$ cat src/shared/dbt_consts.svh
// Purpose: offsets, field limits, reset values and timing counts
// Assumes: 16-bit parameter registers, 125 MHz clock
// Notes: definitions only
`ifndef DBT_CONSTS_SVH
`define DBT_CONSTS_SVH
`define DBT_ADDR_CONTRAST 16'h0023
`define DBT_ADDR_OP_BRIGHT 16'h0024
`define DBT_ADDR_SCR_PROF 16'h0025
`define DBT_ADDR_ROT_PROF 16'h0026
`define DBT_ADDR_DWELL 16'h0027
`define DBT_ADDR_ENERGY_CLR 16'h01fb
`define DBT_ADDR_IDLE_TMO 16'h02ea
`define DBT_ADDR_SB_BRIGHT 16'h02eb
`define DBT_ENERGY_CLR_CMD 16'h0001
`define DBT_RST_CONTRAST 4'h5
`define DBT_RST_OP_BRIGHT 4'h6
`define DBT_RST_SB_BRIGHT 4'h0
`define DBT_RST_SCR_PROF 2'h0
`define DBT_RST_ROT_PROF 2'h0
`define DBT_RST_DWELL 6'h00
`define DBT_RST_IDLE_TMO 14'h0384
`define DBT_LEVEL_MAX 16'h0009
`define DBT_PROF_MAX 16'h0003
`define DBT_DWELL_MAX 16'h003c
`define DBT_IDLE_MIN 16'h003c
`define DBT_IDLE_MAX 16'h270f
`define DBT_MANUAL_HOLD_S 6'h3c
`define DBT_BRIGHT_MAX 4'h9
`define DBT_BRIGHT_MIN 4'h0
`define DBT_HARM_ORDER_MAX 6'h28
`define DBT_FUND_HZ_MIN 8'h2d
`define DBT_FUND_HZ_MAX 8'h41
`define DBT_SECS_PER_TENTH_H 9'h168
`define DBT_SECS_PER_HOUR 12'he10
`define DBT_HOURS_TENTHS_MAX 20'hf423f
`define DBT_COMP_SECS_MAX 20'hf423f
`define DBT_THD_SCALE 30'h3e8
`define DBT_FLASH_HALF_MS 500
`define DBT_CLK_KHZ 125000
`define DBT_FLASH_HALF_CYC (`DBT_FLASH_HALF_MS * `DBT_CLK_KHZ)
`endif

$ cat src/shared/dbt_pkg.sv
// Purpose: types shared by the display and timekeeping block
// Assumes: nothing
// Notes: constants live in dbt_consts.svh
package dbt_pkg;
  typedef enum logic [0:0] {
    DBT_MANUAL = 1'b0,
    DBT_ROTATE = 1'b1
  } dbt_view_t;
  typedef enum logic [1:0] {
    DBT_THD_COLLECT = 2'b00,
    DBT_THD_SQRT = 2'b01,
    DBT_THD_DIV = 2'b10
  } dbt_thd_st_t;
endpackage

$ cat src/verilog/dbt_top.sv
// Purpose: front panel, backlight, thd and time logging of a power analyser
// Assumes: sec_tick_i is a one-cycle pulse each second from this clock
// Notes: parameter registers reached through the param_* port
// Functional notes
// - writing 001 to 507 clears all three energy counters together only
// - harmonics captured up to order forty, current in amps, voltage volts
// - harmonic analysis valid only for fundamental between 45 and 65 Hz
// - thd is root of summed squares from order two over fundamental
// - values recalculated each 10/12 periods, screens refreshed each second
// - rotation runs only when a rotation screen has nonzero time
// - buttons step screens; sixty idle seconds return to rotation
// - dwell 0 to 60 s shared by all profiles; zero stops advancing
// - rotation profile 0..2 preassigned, 3 customer defined
// - screen profile 0..2 fixed, 3 customer defined
// - after power returns show first screen of selected profile
// - contrast 0 to 9, zero lightest, default five
// - operating brightness on any button press and on restart
// - standby brightness after idle period 60..9999 s, default 900
// - any of three buttons restores operating level, restarts idle timer
// - operating brightness 0 to 9, default six
// - standby brightness 0 to 9, default zero
// - identify request flashes backlight between maximum and minimum
// - operating hours count in tenths while measuring, never cleared
// - displayed operating hours limited to 99999.9
// - comparator totals count violation time, seconds then hours
// - time logs tagged 1..6 for 1A,2A,1B,2B,1C,2C; hours untagged
// - comparator time reset clears all six, remote path only
`timescale 1ns/10ps
`include "dbt_consts.svh"
module dbt_top #(
  parameter int NSCR = 8,
  parameter int FLASH_HALF_CYC = `DBT_FLASH_HALF_CYC
) (
  input wire logic clk_i,
  input wire logic reset_n_i,
  input wire logic ce_i,
  input wire logic sec_tick_i,
  input wire logic [2:0] buttons_i,
  input wire logic param_wr_i,
  input wire logic param_rd_i,
  input wire logic [15:0] param_addr_i,
  input wire logic [15:0] param_wdata_i,
  output logic [15:0] param_rdata_o,
  output logic energy_clear_o,
  input wire logic [7:0] fund_hz_i,
  input wire logic harm_valid_i,
  input wire logic [5:0] harm_order_i,
  input wire logic [15:0] harm_mag_i,
  input wire logic harm_is_volt_i,
  output logic harm_ok_o,
  output logic [15:0] thd_i_o,
  output logic [15:0] thd_u_o,
  input wire logic [NSCR-1:0] rot_mask_i,
  output logic [1:0] screen_profile_o,
  output logic [1:0] rotation_profile_o,
  output logic [$clog2(NSCR)-1:0] screen_idx_o,
  output logic rotating_o,
  output logic [3:0] lcd_contrast_o,
  output logic [3:0] backlight_level_o,
  input wire logic identify_i,
  input wire logic measuring_i,
  input wire logic [5:0] comp_violation_i,
  input wire logic comp_time_clear_i,
  input wire logic [2:0] log_sel_i,
  output logic [2:0] log_tag_o,
  output logic [19:0] log_value_o,
  output logic log_in_hours_o
);
  localparam int IW = $clog2(NSCR);

  if (NSCR < 2 || (1 << IW) != NSCR) begin : g_chk
    $error("dbt_top: NSCR must be a power of two, at least 2");
  end

  function automatic logic fits(input logic [15:0] v, input logic [15:0] lo,
                                input logic [15:0] hi);
    fits = (v >= lo) && (v <= hi);
  endfunction

  // next selected screen after cur, wrapping; cur if none selected
  function automatic logic [IW-1:0] next_sel(input logic [NSCR-1:0] m,
                                             input logic [IW-1:0] cur);
    logic [IW-1:0] k;
    logic found;
    next_sel = cur;
    found = 1'b0;
    for (int j = 1; j <= NSCR; j++) begin
      k = IW'(cur + IW'(j));
      if (!found && m[k]) begin
        next_sel = k;
        found = 1'b1;
      end
    end
  endfunction

  // reset release and pin synchronisers
  logic rst_s1_q, rst_n;
  always_ff @(posedge clk_i or negedge reset_n_i) begin
    if (!reset_n_i) begin
      rst_s1_q <= 1'b0;
      rst_n <= 1'b0;
    end else begin
      rst_s1_q <= 1'b1;
      rst_n <= rst_s1_q;
    end
  end

  logic [2:0] btn_s1_q, btn_s2_q, btn_s3_q, btn_q;
  logic [2:0] press;
  always_ff @(posedge clk_i or negedge rst_n) begin
    if (!rst_n) begin
      btn_s1_q <= 3'h0;
      btn_s2_q <= 3'h0;
      btn_s3_q <= 3'h0;
      btn_q <= 3'h0;
    end else if (ce_i) begin
      btn_s1_q <= buttons_i;
      btn_s2_q <= btn_s1_q;
      btn_s3_q <= btn_s2_q;
      for (int b = 0; b < 3; b++) begin
        if (btn_s2_q[b] == btn_s3_q[b]) begin
          btn_q[b] <= btn_s3_q[b];
        end
      end
    end
  end
  always_comb begin
    for (int b = 0; b < 3; b++) begin
      press[b] = (btn_s2_q[b] == btn_s3_q[b]) && btn_s3_q[b] && !btn_q[b];
    end
  end
  wire any_press = ce_i && (press != 3'h0);
  wire tick = ce_i && sec_tick_i;

  // parameter registers
  logic [3:0] contrast_q, op_bright_q, sb_bright_q;
  logic [1:0] scr_prof_q, rot_prof_q;
  logic [5:0] dwell_q;
  logic [13:0] idle_tmo_q;
  always_ff @(posedge clk_i or negedge rst_n) begin
    if (!rst_n) begin
      contrast_q <= `DBT_RST_CONTRAST;
      op_bright_q <= `DBT_RST_OP_BRIGHT;
      sb_bright_q <= `DBT_RST_SB_BRIGHT;
      scr_prof_q <= `DBT_RST_SCR_PROF;
      rot_prof_q <= `DBT_RST_ROT_PROF;
      dwell_q <= `DBT_RST_DWELL;
      idle_tmo_q <= `DBT_RST_IDLE_TMO;
    end else if (ce_i && param_wr_i) begin
      // bad values leave the old setting untouched
      case (param_addr_i)
        `DBT_ADDR_CONTRAST:
          if (fits(param_wdata_i, 16'h0, `DBT_LEVEL_MAX)) begin
            contrast_q <= param_wdata_i[3:0];
          end
        `DBT_ADDR_OP_BRIGHT:
          if (fits(param_wdata_i, 16'h0, `DBT_LEVEL_MAX)) begin
            op_bright_q <= param_wdata_i[3:0];
          end
        `DBT_ADDR_SB_BRIGHT:
          if (fits(param_wdata_i, 16'h0, `DBT_LEVEL_MAX)) begin
            sb_bright_q <= param_wdata_i[3:0];
          end
        `DBT_ADDR_SCR_PROF:
          if (fits(param_wdata_i, 16'h0, `DBT_PROF_MAX)) begin
            scr_prof_q <= param_wdata_i[1:0];
          end
        `DBT_ADDR_ROT_PROF:
          if (fits(param_wdata_i, 16'h0, `DBT_PROF_MAX)) begin
            rot_prof_q <= param_wdata_i[1:0];
          end
        `DBT_ADDR_DWELL:
          if (fits(param_wdata_i, 16'h0, `DBT_DWELL_MAX)) begin
            dwell_q <= param_wdata_i[5:0];
          end
        `DBT_ADDR_IDLE_TMO:
          if (fits(param_wdata_i, `DBT_IDLE_MIN, `DBT_IDLE_MAX)) begin
            idle_tmo_q <= param_wdata_i[13:0];
          end
        default: ;
      endcase
    end
  end

  always_ff @(posedge clk_i or negedge rst_n) begin
    if (!rst_n) begin
      param_rdata_o <= 16'h0;
      energy_clear_o <= 1'b0;
    end else if (ce_i) begin
      // single strobe feeds all three energy counters
      energy_clear_o <= param_wr_i && param_addr_i == `DBT_ADDR_ENERGY_CLR
                        && param_wdata_i == `DBT_ENERGY_CLR_CMD;
      if (param_rd_i) begin
        case (param_addr_i)
          `DBT_ADDR_CONTRAST: param_rdata_o <= {12'h0, contrast_q};
          `DBT_ADDR_OP_BRIGHT: param_rdata_o <= {12'h0, op_bright_q};
          `DBT_ADDR_SB_BRIGHT: param_rdata_o <= {12'h0, sb_bright_q};
          `DBT_ADDR_SCR_PROF: param_rdata_o <= {14'h0, scr_prof_q};
          `DBT_ADDR_ROT_PROF: param_rdata_o <= {14'h0, rot_prof_q};
          `DBT_ADDR_DWELL: param_rdata_o <= {10'h0, dwell_q};
          `DBT_ADDR_IDLE_TMO: param_rdata_o <= {2'h0, idle_tmo_q};
          default: param_rdata_o <= 16'h0;
        endcase
      end
    end else begin
      energy_clear_o <= 1'b0;
    end
  end
  assign lcd_contrast_o = contrast_q;
  assign screen_profile_o = scr_prof_q;
  assign rotation_profile_o = rot_prof_q;

  // screen selection: manual browsing and timed rotation
  dbt_pkg::dbt_view_t view_q;
  logic [IW-1:0] scr_q;
  logic [5:0] hold_q, dwell_cnt_q;
  logic prof_chg;
  logic [1:0] scr_prof_seen_q;
  wire rot_able = (rot_mask_i != '0) && (dwell_q != 6'h0);
  assign prof_chg = scr_prof_seen_q != scr_prof_q;
  always_ff @(posedge clk_i or negedge rst_n) begin
    if (!rst_n) begin
      view_q <= dbt_pkg::DBT_MANUAL;
      scr_q <= '0;
      hold_q <= 6'h0;
      dwell_cnt_q <= 6'h0;
      scr_prof_seen_q <= `DBT_RST_SCR_PROF;
    end else if (ce_i) begin
      scr_prof_seen_q <= scr_prof_q;
      if (any_press) begin
        // buttons stay live during rotation
        view_q <= dbt_pkg::DBT_MANUAL;
        hold_q <= 6'h0;
        if (press[0]) begin
          scr_q <= IW'(scr_q + 1'b1);
        end else if (press[1]) begin
          scr_q <= IW'(scr_q - 1'b1);
        end
      end else if (prof_chg) begin
        scr_q <= '0;
      end else if (tick) begin
        case (view_q)
          dbt_pkg::DBT_MANUAL: begin
            if (hold_q >= `DBT_MANUAL_HOLD_S - 6'h1) begin
              hold_q <= 6'h0;
              if (rot_able) begin
                view_q <= dbt_pkg::DBT_ROTATE;
                dwell_cnt_q <= 6'h0;
                scr_q <= next_sel(rot_mask_i, scr_q);
              end
            end else begin
              hold_q <= hold_q + 6'h1;
            end
          end
          dbt_pkg::DBT_ROTATE: begin
            if (!rot_able) begin
              // zero dwell parks on the current screen
              dwell_cnt_q <= 6'h0;
            end else if (dwell_cnt_q >= dwell_q - 6'h1) begin
              dwell_cnt_q <= 6'h0;
              scr_q <= next_sel(rot_mask_i, scr_q);
            end else begin
              dwell_cnt_q <= dwell_cnt_q + 6'h1;
            end
          end
          default: view_q <= dbt_pkg::DBT_MANUAL;
        endcase
      end
    end
  end
  assign screen_idx_o = scr_q;
  assign rotating_o = view_q == dbt_pkg::DBT_ROTATE;

  // backlight: operating, standby, identify flash
  logic standby_q, flash_ph_q;
  logic [13:0] idle_q;
  logic [31:0] flash_cnt_q;
  always_ff @(posedge clk_i or negedge rst_n) begin
    if (!rst_n) begin
      standby_q <= 1'b0;
      idle_q <= 14'h0;
    end else if (ce_i) begin
      if (any_press) begin
        standby_q <= 1'b0;
        idle_q <= 14'h0;
      end else if (tick && !standby_q) begin
        if (idle_q >= idle_tmo_q - 14'h1) begin
          standby_q <= 1'b1;
        end else begin
          idle_q <= idle_q + 14'h1;
        end
      end
    end
  end
  always_ff @(posedge clk_i or negedge rst_n) begin
    if (!rst_n) begin
      flash_cnt_q <= 32'h0;
      flash_ph_q <= 1'b0;
    end else if (ce_i) begin
      if (!identify_i) begin
        flash_cnt_q <= 32'h0;
        flash_ph_q <= 1'b0;
      end else if (flash_cnt_q >= 32'(FLASH_HALF_CYC - 1)) begin
        flash_cnt_q <= 32'h0;
        flash_ph_q <= !flash_ph_q;
      end else begin
        flash_cnt_q <= flash_cnt_q + 32'h1;
      end
    end
  end
  always_ff @(posedge clk_i or negedge rst_n) begin
    if (!rst_n) begin
      backlight_level_o <= `DBT_RST_OP_BRIGHT;
    end else if (ce_i) begin
      if (identify_i) begin
        backlight_level_o <= flash_ph_q ? `DBT_BRIGHT_MIN
                                        : `DBT_BRIGHT_MAX;
      end else begin
        // equal levels simply give no visible step
        backlight_level_o <= standby_q ? sb_bright_q : op_bright_q;
      end
    end
  end

  // operating hours in tenths, no clear input at all
  logic [8:0] oh_sec_q;
  logic [19:0] oh_tenths_q;
  always_ff @(posedge clk_i or negedge rst_n) begin
    if (!rst_n) begin
      oh_sec_q <= 9'h0;
      oh_tenths_q <= 20'h0;
    end else if (tick && measuring_i) begin
      if (oh_sec_q >= `DBT_SECS_PER_TENTH_H - 9'h1) begin
        oh_sec_q <= 9'h0;
        if (oh_tenths_q < `DBT_HOURS_TENTHS_MAX) begin
          oh_tenths_q <= oh_tenths_q + 20'h1;
        end
      end else begin
        oh_sec_q <= oh_sec_q + 9'h1;
      end
    end
  end

  // comparator running-time totals
  logic [19:0] cmp_secs_q [6];
  logic [11:0] cmp_hsec_q [6];
  logic [19:0] cmp_hours_q [6];
  for (genvar g = 0; g < 6; g++) begin : g_cmp
    always_ff @(posedge clk_i or negedge rst_n) begin
      if (!rst_n) begin
        cmp_secs_q[g] <= 20'h0;
        cmp_hsec_q[g] <= 12'h0;
        cmp_hours_q[g] <= 20'h0;
      end else if (ce_i && comp_time_clear_i) begin
        // all six at once, remote strobe only
        cmp_secs_q[g] <= 20'h0;
        cmp_hsec_q[g] <= 12'h0;
        cmp_hours_q[g] <= 20'h0;
      end else if (tick && comp_violation_i[g]) begin
        if (cmp_secs_q[g] <= `DBT_COMP_SECS_MAX) begin
          cmp_secs_q[g] <= cmp_secs_q[g] + 20'h1;
        end
        if (cmp_hsec_q[g] >= `DBT_SECS_PER_HOUR - 12'h1) begin
          cmp_hsec_q[g] <= 12'h0;
          if (cmp_hours_q[g] != 20'hfffff) begin
            cmp_hours_q[g] <= cmp_hours_q[g] + 20'h1;
          end
        end else begin
          cmp_hsec_q[g] <= cmp_hsec_q[g] + 12'h1;
        end
      end
    end
  end

  // display values latched once a second; upstream recomputes each
  // 10/12 periods, so finer refresh would only flicker digits
  always_ff @(posedge clk_i or negedge rst_n) begin
    if (!rst_n) begin
      log_tag_o <= 3'h0;
      log_value_o <= 20'h0;
      log_in_hours_o <= 1'b1;
    end else if (tick) begin
      log_tag_o <= 3'h0;
      log_value_o <= oh_tenths_q;
      log_in_hours_o <= 1'b1;
      for (int c = 0; c < 6; c++) begin
        if (log_sel_i == 3'(c + 1)) begin
          log_tag_o <= 3'(c + 1);
          if (cmp_secs_q[c] > `DBT_COMP_SECS_MAX) begin
            log_value_o <= cmp_hours_q[c];
            log_in_hours_o <= 1'b1;
          end else begin
            log_value_o <= cmp_secs_q[c];
            log_in_hours_o <= 1'b0;
          end
        end
      end
    end
  end

  // thd: collect orders 1..40, then square root, then ratio in permille
  dbt_pkg::dbt_thd_st_t thd_st_q;
  logic [15:0] fund_q;
  logic [39:0] acc_q, one_q, res_q;
  logic [29:0] num_q;
  logic [16:0] rem_q;
  logic [4:0] cnt_q;
  logic volt_q;
  logic [16:0] trial;
  assign harm_ok_o = fund_hz_i >= `DBT_FUND_HZ_MIN
                     && fund_hz_i <= `DBT_FUND_HZ_MAX;
  assign trial = {rem_q[15:0], num_q[29]};
  always_ff @(posedge clk_i or negedge rst_n) begin
    if (!rst_n) begin
      thd_st_q <= dbt_pkg::DBT_THD_COLLECT;
      fund_q <= 16'h0;
      acc_q <= 40'h0;
      one_q <= 40'h0;
      res_q <= 40'h0;
      num_q <= 30'h0;
      rem_q <= 17'h0;
      cnt_q <= 5'h0;
      volt_q <= 1'b0;
      thd_i_o <= 16'h0;
      thd_u_o <= 16'h0;
    end else if (ce_i) begin
      case (thd_st_q)
        dbt_pkg::DBT_THD_COLLECT: begin
          // sets outside 45..65 Hz or beyond order 40 are dropped
          if (harm_valid_i && harm_ok_o) begin
            if (harm_order_i == 6'h1) begin
              fund_q <= harm_mag_i;
              acc_q <= 40'h0;
              volt_q <= harm_is_volt_i;
            end else if (harm_order_i >= 6'h2
                         && harm_order_i <= `DBT_HARM_ORDER_MAX) begin
              acc_q <= acc_q + 40'(harm_mag_i * harm_mag_i);
              if (harm_order_i == `DBT_HARM_ORDER_MAX) begin
                thd_st_q <= dbt_pkg::DBT_THD_SQRT;
                one_q <= 40'h40_0000_0000;
                res_q <= 40'h0;
              end
            end
          end
        end
        dbt_pkg::DBT_THD_SQRT: begin
          if (one_q == 40'h0) begin
            num_q <= 30'(res_q[19:0] * `DBT_THD_SCALE);
            rem_q <= 17'h0;
            cnt_q <= 5'h0;
            thd_st_q <= dbt_pkg::DBT_THD_DIV;
          end else begin
            if (acc_q >= res_q + one_q) begin
              acc_q <= acc_q - (res_q + one_q);
              res_q <= (res_q >> 1) + one_q;
            end else begin
              res_q <= res_q >> 1;
            end
            one_q <= one_q >> 2;
          end
        end
        dbt_pkg::DBT_THD_DIV: begin
          if (cnt_q == 5'd30) begin
            thd_st_q <= dbt_pkg::DBT_THD_COLLECT;
            // zero fundamental or huge ratio saturates the reading
            if (volt_q) begin
              thd_u_o <= (fund_q == 16'h0 || num_q[29:16] != 14'h0)
                         ? 16'hffff : num_q[15:0];
            end else begin
              thd_i_o <= (fund_q == 16'h0 || num_q[29:16] != 14'h0)
                         ? 16'hffff : num_q[15:0];
            end
          end else begin
            cnt_q <= cnt_q + 5'h1;
            if (trial >= {1'b0, fund_q}) begin
              rem_q <= trial - {1'b0, fund_q};
              num_q <= {num_q[28:0], 1'b1};
            end else begin
              rem_q <= trial;
              num_q <= {num_q[28:0], 1'b0};
            end
          end
        end
        default: thd_st_q <= dbt_pkg::DBT_THD_COLLECT;
      endcase
    end
  end
endmodule // dbt_top
$ cat config.mk
export PLATFORM = sky130hd
export DESIGN_NAME = dbt_top
export DESIGN_NICKNAME = d
export VERILOG_FILES = /design/src/shared/dbt_pkg.sv /design/src/verilog/dbt_top.sv
export VERILOG_INCLUDE_DIRS = /design/src /design/src/shared
export SDC_FILE = /design/constraint.sdc
export NUM_CORES = 2
export LEC_CHECK = 0
export BUFFER_PORTS_ARGS = -buffer_cell sky130_fd_sc_hd__buf_4
export CAP_MARGIN = 20
export CORE_ASPECT_RATIO = 0.6
export CORE_UTILIZATION = 35
export DETAILED_ROUTE_END_ITERATION = 7
export GPL_ROUTABILITY_DRIVEN = 1
export GPL_TIMING_DRIVEN = 0
export HOLD_SLACK_MARGIN = 0.15
export PLACE_DENSITY = 0.5
export SLEW_MARGIN = 10
export SYNTH_ARGS = -nofsm -noshare
export SYNTH_HDL_FRONTEND = slang
export SYNTH_SLANG_ARGS = --single-unit
$ cat constraint.sdc
create_clock -name clk_i -period 27.5 [get_ports clk_i]
set_input_delay 5.5 -clock clk_i [delete_from_list [all_inputs] [get_ports clk_i]]
set_output_delay 5.5 -clock clk_i [all_outputs]
set_load 0.01 [all_outputs]
==> run summary <==
* completed — outcome
* 13.90 ns — signal arrival time at the worst endpoint
* 0 — DRT antenna net count
* 0.2314 — Slew HR
* 0.04336 ns — worst clock skew
* 264.9 mm — first-pass GRT wire length
* 10 — largest fanout of any net on the critical path
* 0.1539 sq mm — die footprint
* 0.225 — sequential cell fraction of total power
* 505.7 um — x dimension of the die
* input pin to flop — kind of critical path
* 13.23% — Area Growth Syn to Fin
* 0.574 — Combinational Power Share
* 1.153 ns — actual transition at the worst max-transition pin
* 44,520 — total via count in the routed design
* 0.70 ns — Skew-Pair Late Insertion Delay
* 8.972 sq um — Avg Synthesized Cell Area
* 6,903 — fin nets
* 0 — count of flip-flops with a built-in enable after synthesis
* 0.03297 sq mm — area occupied by multi-input gates
* 4,370 — number of DRC markers in iteration 0
* 13.31 ns — min Tclk post-route
* 0.4840 — post-route clock period utilization
* dfrtp_1 — most used flip-flop cell after synthesis
* 0 ns — final-layout setup total negative slack
* 42,900 — number of global-route vias before repair
* 0.3245 — share of the synthesized area in the top cell type
* 0.08136 — fraction of layout instances using a drive strength above 1
* 104 — Cell variety after synth
* 59 — pin count of the biggest net entering global routing
* 5,939 — number of instances in the synthesized netlist
* 8,301 — non-filler instance count after layout
* 3078 uW — Internal
* 2532 uW — switching power of the nets
* 0.07513 GHz — Fmax
* 0 — Max Slew Vio Count
* 28.08 ns — required time of the worst setup path
* 702 — number of storage elements in the synthesis netlist
* dfrtp_1 — leading cell type in the layout, fill and taps excluded
* 0 — max_cap viols
* 8,150 — total instance count after detailed placement
* res_q[2] — worst reg2reg path startpoint
* harm_mag_i[13] — launch point of the critical path
* 20.47 um — final routed wire length divided by cell count
* 0.07 ns — clk slew on worst S/H paths
* 0.9182 — Final GP Congestion
* 78 — number of clock buffers inserted by TritonCTS
* built — TritonCTS clock tree
* flop to asynchronous set/reset pin — min-delay worst type
* 15,260 — Filler Cell Count
* 0.3299 — share of synthesized area occupied by flip-flops and latches
* 0.1506 sq mm — area of the core
* 0.02839 uW — Leakage Power
* 110 — row count
* dfrtp_1 (690), nand2_1 (637), nor2_1 (605) — most frequent cells in the layout
* 0.2211 — overall fraction of global-route tracks in use
* 0 — Setup Fix Bufs, Post-CTS
* 0 — Congestion Overflow GR
* 702 — CTS Sinks
* 3 — number of buffers between clock root and the deepest sink
* 0.3539 — starting utilization of the core area
* 0 — cts hold-fix bufs
* dfrtp_1 — leading area contributor after synthesis
* 0.4513 — proportion of total power due to net switching
* 13 — initial antenna violation count
* 134.8 mm — Detail Placement HPWL
* 22 — reg2reg path depth
* flop — Crit. End Element
* 0.202 — share of power burned in the clock network
* input pin — startpoint kind of the worst setup timing path
* 5.363 — mean number of vias per cell
* 0.01758 sq mm — total area of sequential cells
* 169.9 mm — final wirelength
* clkbuf_16 — buffer type at the clock tree root
* 183 — I/O pins
* 304.2 um — vertical die dimension
* 0.0001581 V — Peak VDD IR
* 0 — Hold Vio Cnt, Final
* 0 — warnings from Yosys
* 92.98 mW/mm^2 — power density cells
* 0.05328 sq mm — Post-Syn Area
* 174 — I/O Buffers
* 0 — Finish-stage setup viols
* 3 — deepest level of the CTS H-tree
* 1.000 — Async S/R FF share, synth
* dfrtp_1 (32%), fa_1 (10%), ha_1 (7.6%) — cell types occupying the most area after synthesis
* no — setup repair after global routing missed its margin
* 6 — DRT Pass-1 Iters
* 0 — DRC Markers
* 0 — post-cts sizing count
metal layers:
| layer | part of all wire | global-route usage | vias up |
|---|---|---|---|
| li1 | - | - | 21070 |
| met1 | 0.53 | 0.3647 | 21860 |
| met2 | 0.35 | 0.2679 | 1444 |
| met3 | 0.10 | 0.07546 | 145 |
| met4 | 0.013 | 0.03189 | 0 |
| met5 | 0 | 0 | - |
path summary, 6_finish.rpt:
| path | slack, ns | end |
|---|---|---|
| max in group asynchronous | 22.82 | rst_n |
| max | 14.19 | acc_q[37] |
| min in group clk_i | 0.35 | rst_n |
| min | 0.29 | hold_q[3] |
| min reg2reg | 0.29 | hold_q[3] |
| max reg2reg | 20.71 | acc_q[19] |
layout make-up:
type	instances	area share
Multi-Input combinational cell	4536	0.5465
Sequential cell	702	0.2915
Tap cell	2016	0.04181
Clock buffer	107	0.03702
Timing Repair Buffer	199	0.03003
Inverter	482	0.02999
Buffer	220	0.01562
Clock inverter	35	0.007466
Antenna cell	4	0.0001659
power groups by stage:
| stage | clock network (uW) | registers [uW] | logic, uW |
|---|---|---|---|
| after floorplan | 0 | 1250 | 2390 |
| after global placement | 0 | 1300 | 3120 |
| after detailed placement | 0 | 1280 | 3170 |
| after CTS | 1160 | 1260 | 3200 |
| after global routing | 1200 | 1280 | 3660 |
| final | 1130 | 1260 | 3220 |
registers in the layout (all words and copies together), names as in the netlist, 9 cells and up:
| name | cells |
|---|---|
| cmp_hours_q | 120 |
| cmp_secs_q | 120 |
| cmp_hsec_q | 72 |
| acc_q | 40 |
| res_q | 40 |
| flash_cnt_q | 32 |
| num_q | 30 |
| log_value_o | 20 |
| oh_tenths_q | 20 |
| one_q | 20 |
| fund_q | 16 |
| rem_q | 16 |
| thd_i_o | 16 |
| thd_u_o | 16 |
| idle_q | 14 |
| idle_tmo_q | 14 |
| param_rdata_o | 14 |
| oh_sec_q | 9 |
critical path: stages:
cell and delay, ns:
buf_4 0.10, clkbuf_1 0.71, clkbuf_1 0.63, nand2_1 0.24
fa_1 0.54, inv_1 0.06, fa_1 0.50, fa_1 0.53
fa_1 0.55, fa_1 0.58, inv_1 0.06, fa_1 0.53
inv_1 0.04, ha_1 0.37, nand3_1 0.23, or2_1 0.31
o31ai_1 0.73, a22oi_1 0.32, o21ai_1 0.36, a2111o_1 0.32
a311oi_1 0.12, a41o_1 0.30, a211o_1 0.27
metrics by stage:
| stage | power, uW | utilization | worst slack [ns] | hold WS, ns | cell area, sq um |
|---|---|---|---|---|---|
| after floorplan | 3645 | - | 6.503 | 0.3312 | 53290 |
| after global placement | 4421 | 0.3793 | -4.312 | 0.3357 | 57120 |
| after detailed placement | 4450 | 0.3825 | 13.64 | 0.3147 | 57590 |
| after CTS | 5623 | 0.4003 | 14.38 | 0.3175 | 60270 |
| after global routing | 6145 | 0.4006 | 13.70 | 0.3385 | 60330 |
| final | 5610 | 0.4007 | 14.19 | 0.2935 | 60330 |
cell usage after synthesis (all sizes together) (11+ instances only):
| cell type | count |
|---|---|
| a211oi | 37 |
| a21boi | 16 |
| a21o | 91 |
| a21oi | 273 |
| a221oi | 12 |
| a22o | 27 |
| a22oi | 30 |
| a311oi | 11 |
| a31o | 11 |
| a31oi | 74 |
| a32oi | 18 |
| and2 | 73 |
| and3 | 112 |
| and4 | 23 |
| buf | 44 |
| clkbuf | 176 |
| dfrtp | 691 |
| dfstp | 11 |
| fa | 266 |
| ha | 325 |
| inv | 482 |
| mux2 | 76 |
| mux2i | 106 |
| nand2 | 638 |
| nand2b | 31 |
| nand3 | 170 |
| nand4 | 101 |
| nor2 | 608 |
| nor2b | 73 |
| nor3 | 96 |
| nor4 | 45 |
| o211ai | 34 |
| o21a | 25 |
| o21ai | 379 |
| o21bai | 23 |
| o221ai | 13 |
| o22ai | 22 |
| o31ai | 37 |
| or2 | 20 |
| or3 | 60 |
| or4 | 13 |
| xnor2 | 196 |
| xor2 | 260 |
cell families (layout without fill, tap and decap cells):
logic type | count (synthesis) | after routing | synth area share
AO/OA/AOI/OAI | 1210 | 1210 | 0.1441
XOR/XNOR | 456 | 456 | 0.07495
adder cells (fa/ha/maj) | 591 | 591 | 0.1763
buffers and inverters | 702 | 1043 | 0.05159
flip-flops | 702 | 702 | 0.3299
multiplexers | 191 | 191 | 0.03978
other | 2 | 7 | 0.0001409
AND/OR/NAND/NOR | 2085 | 2085 | 0.1833
Note: power is estimated with default switching activity, not from simulation.
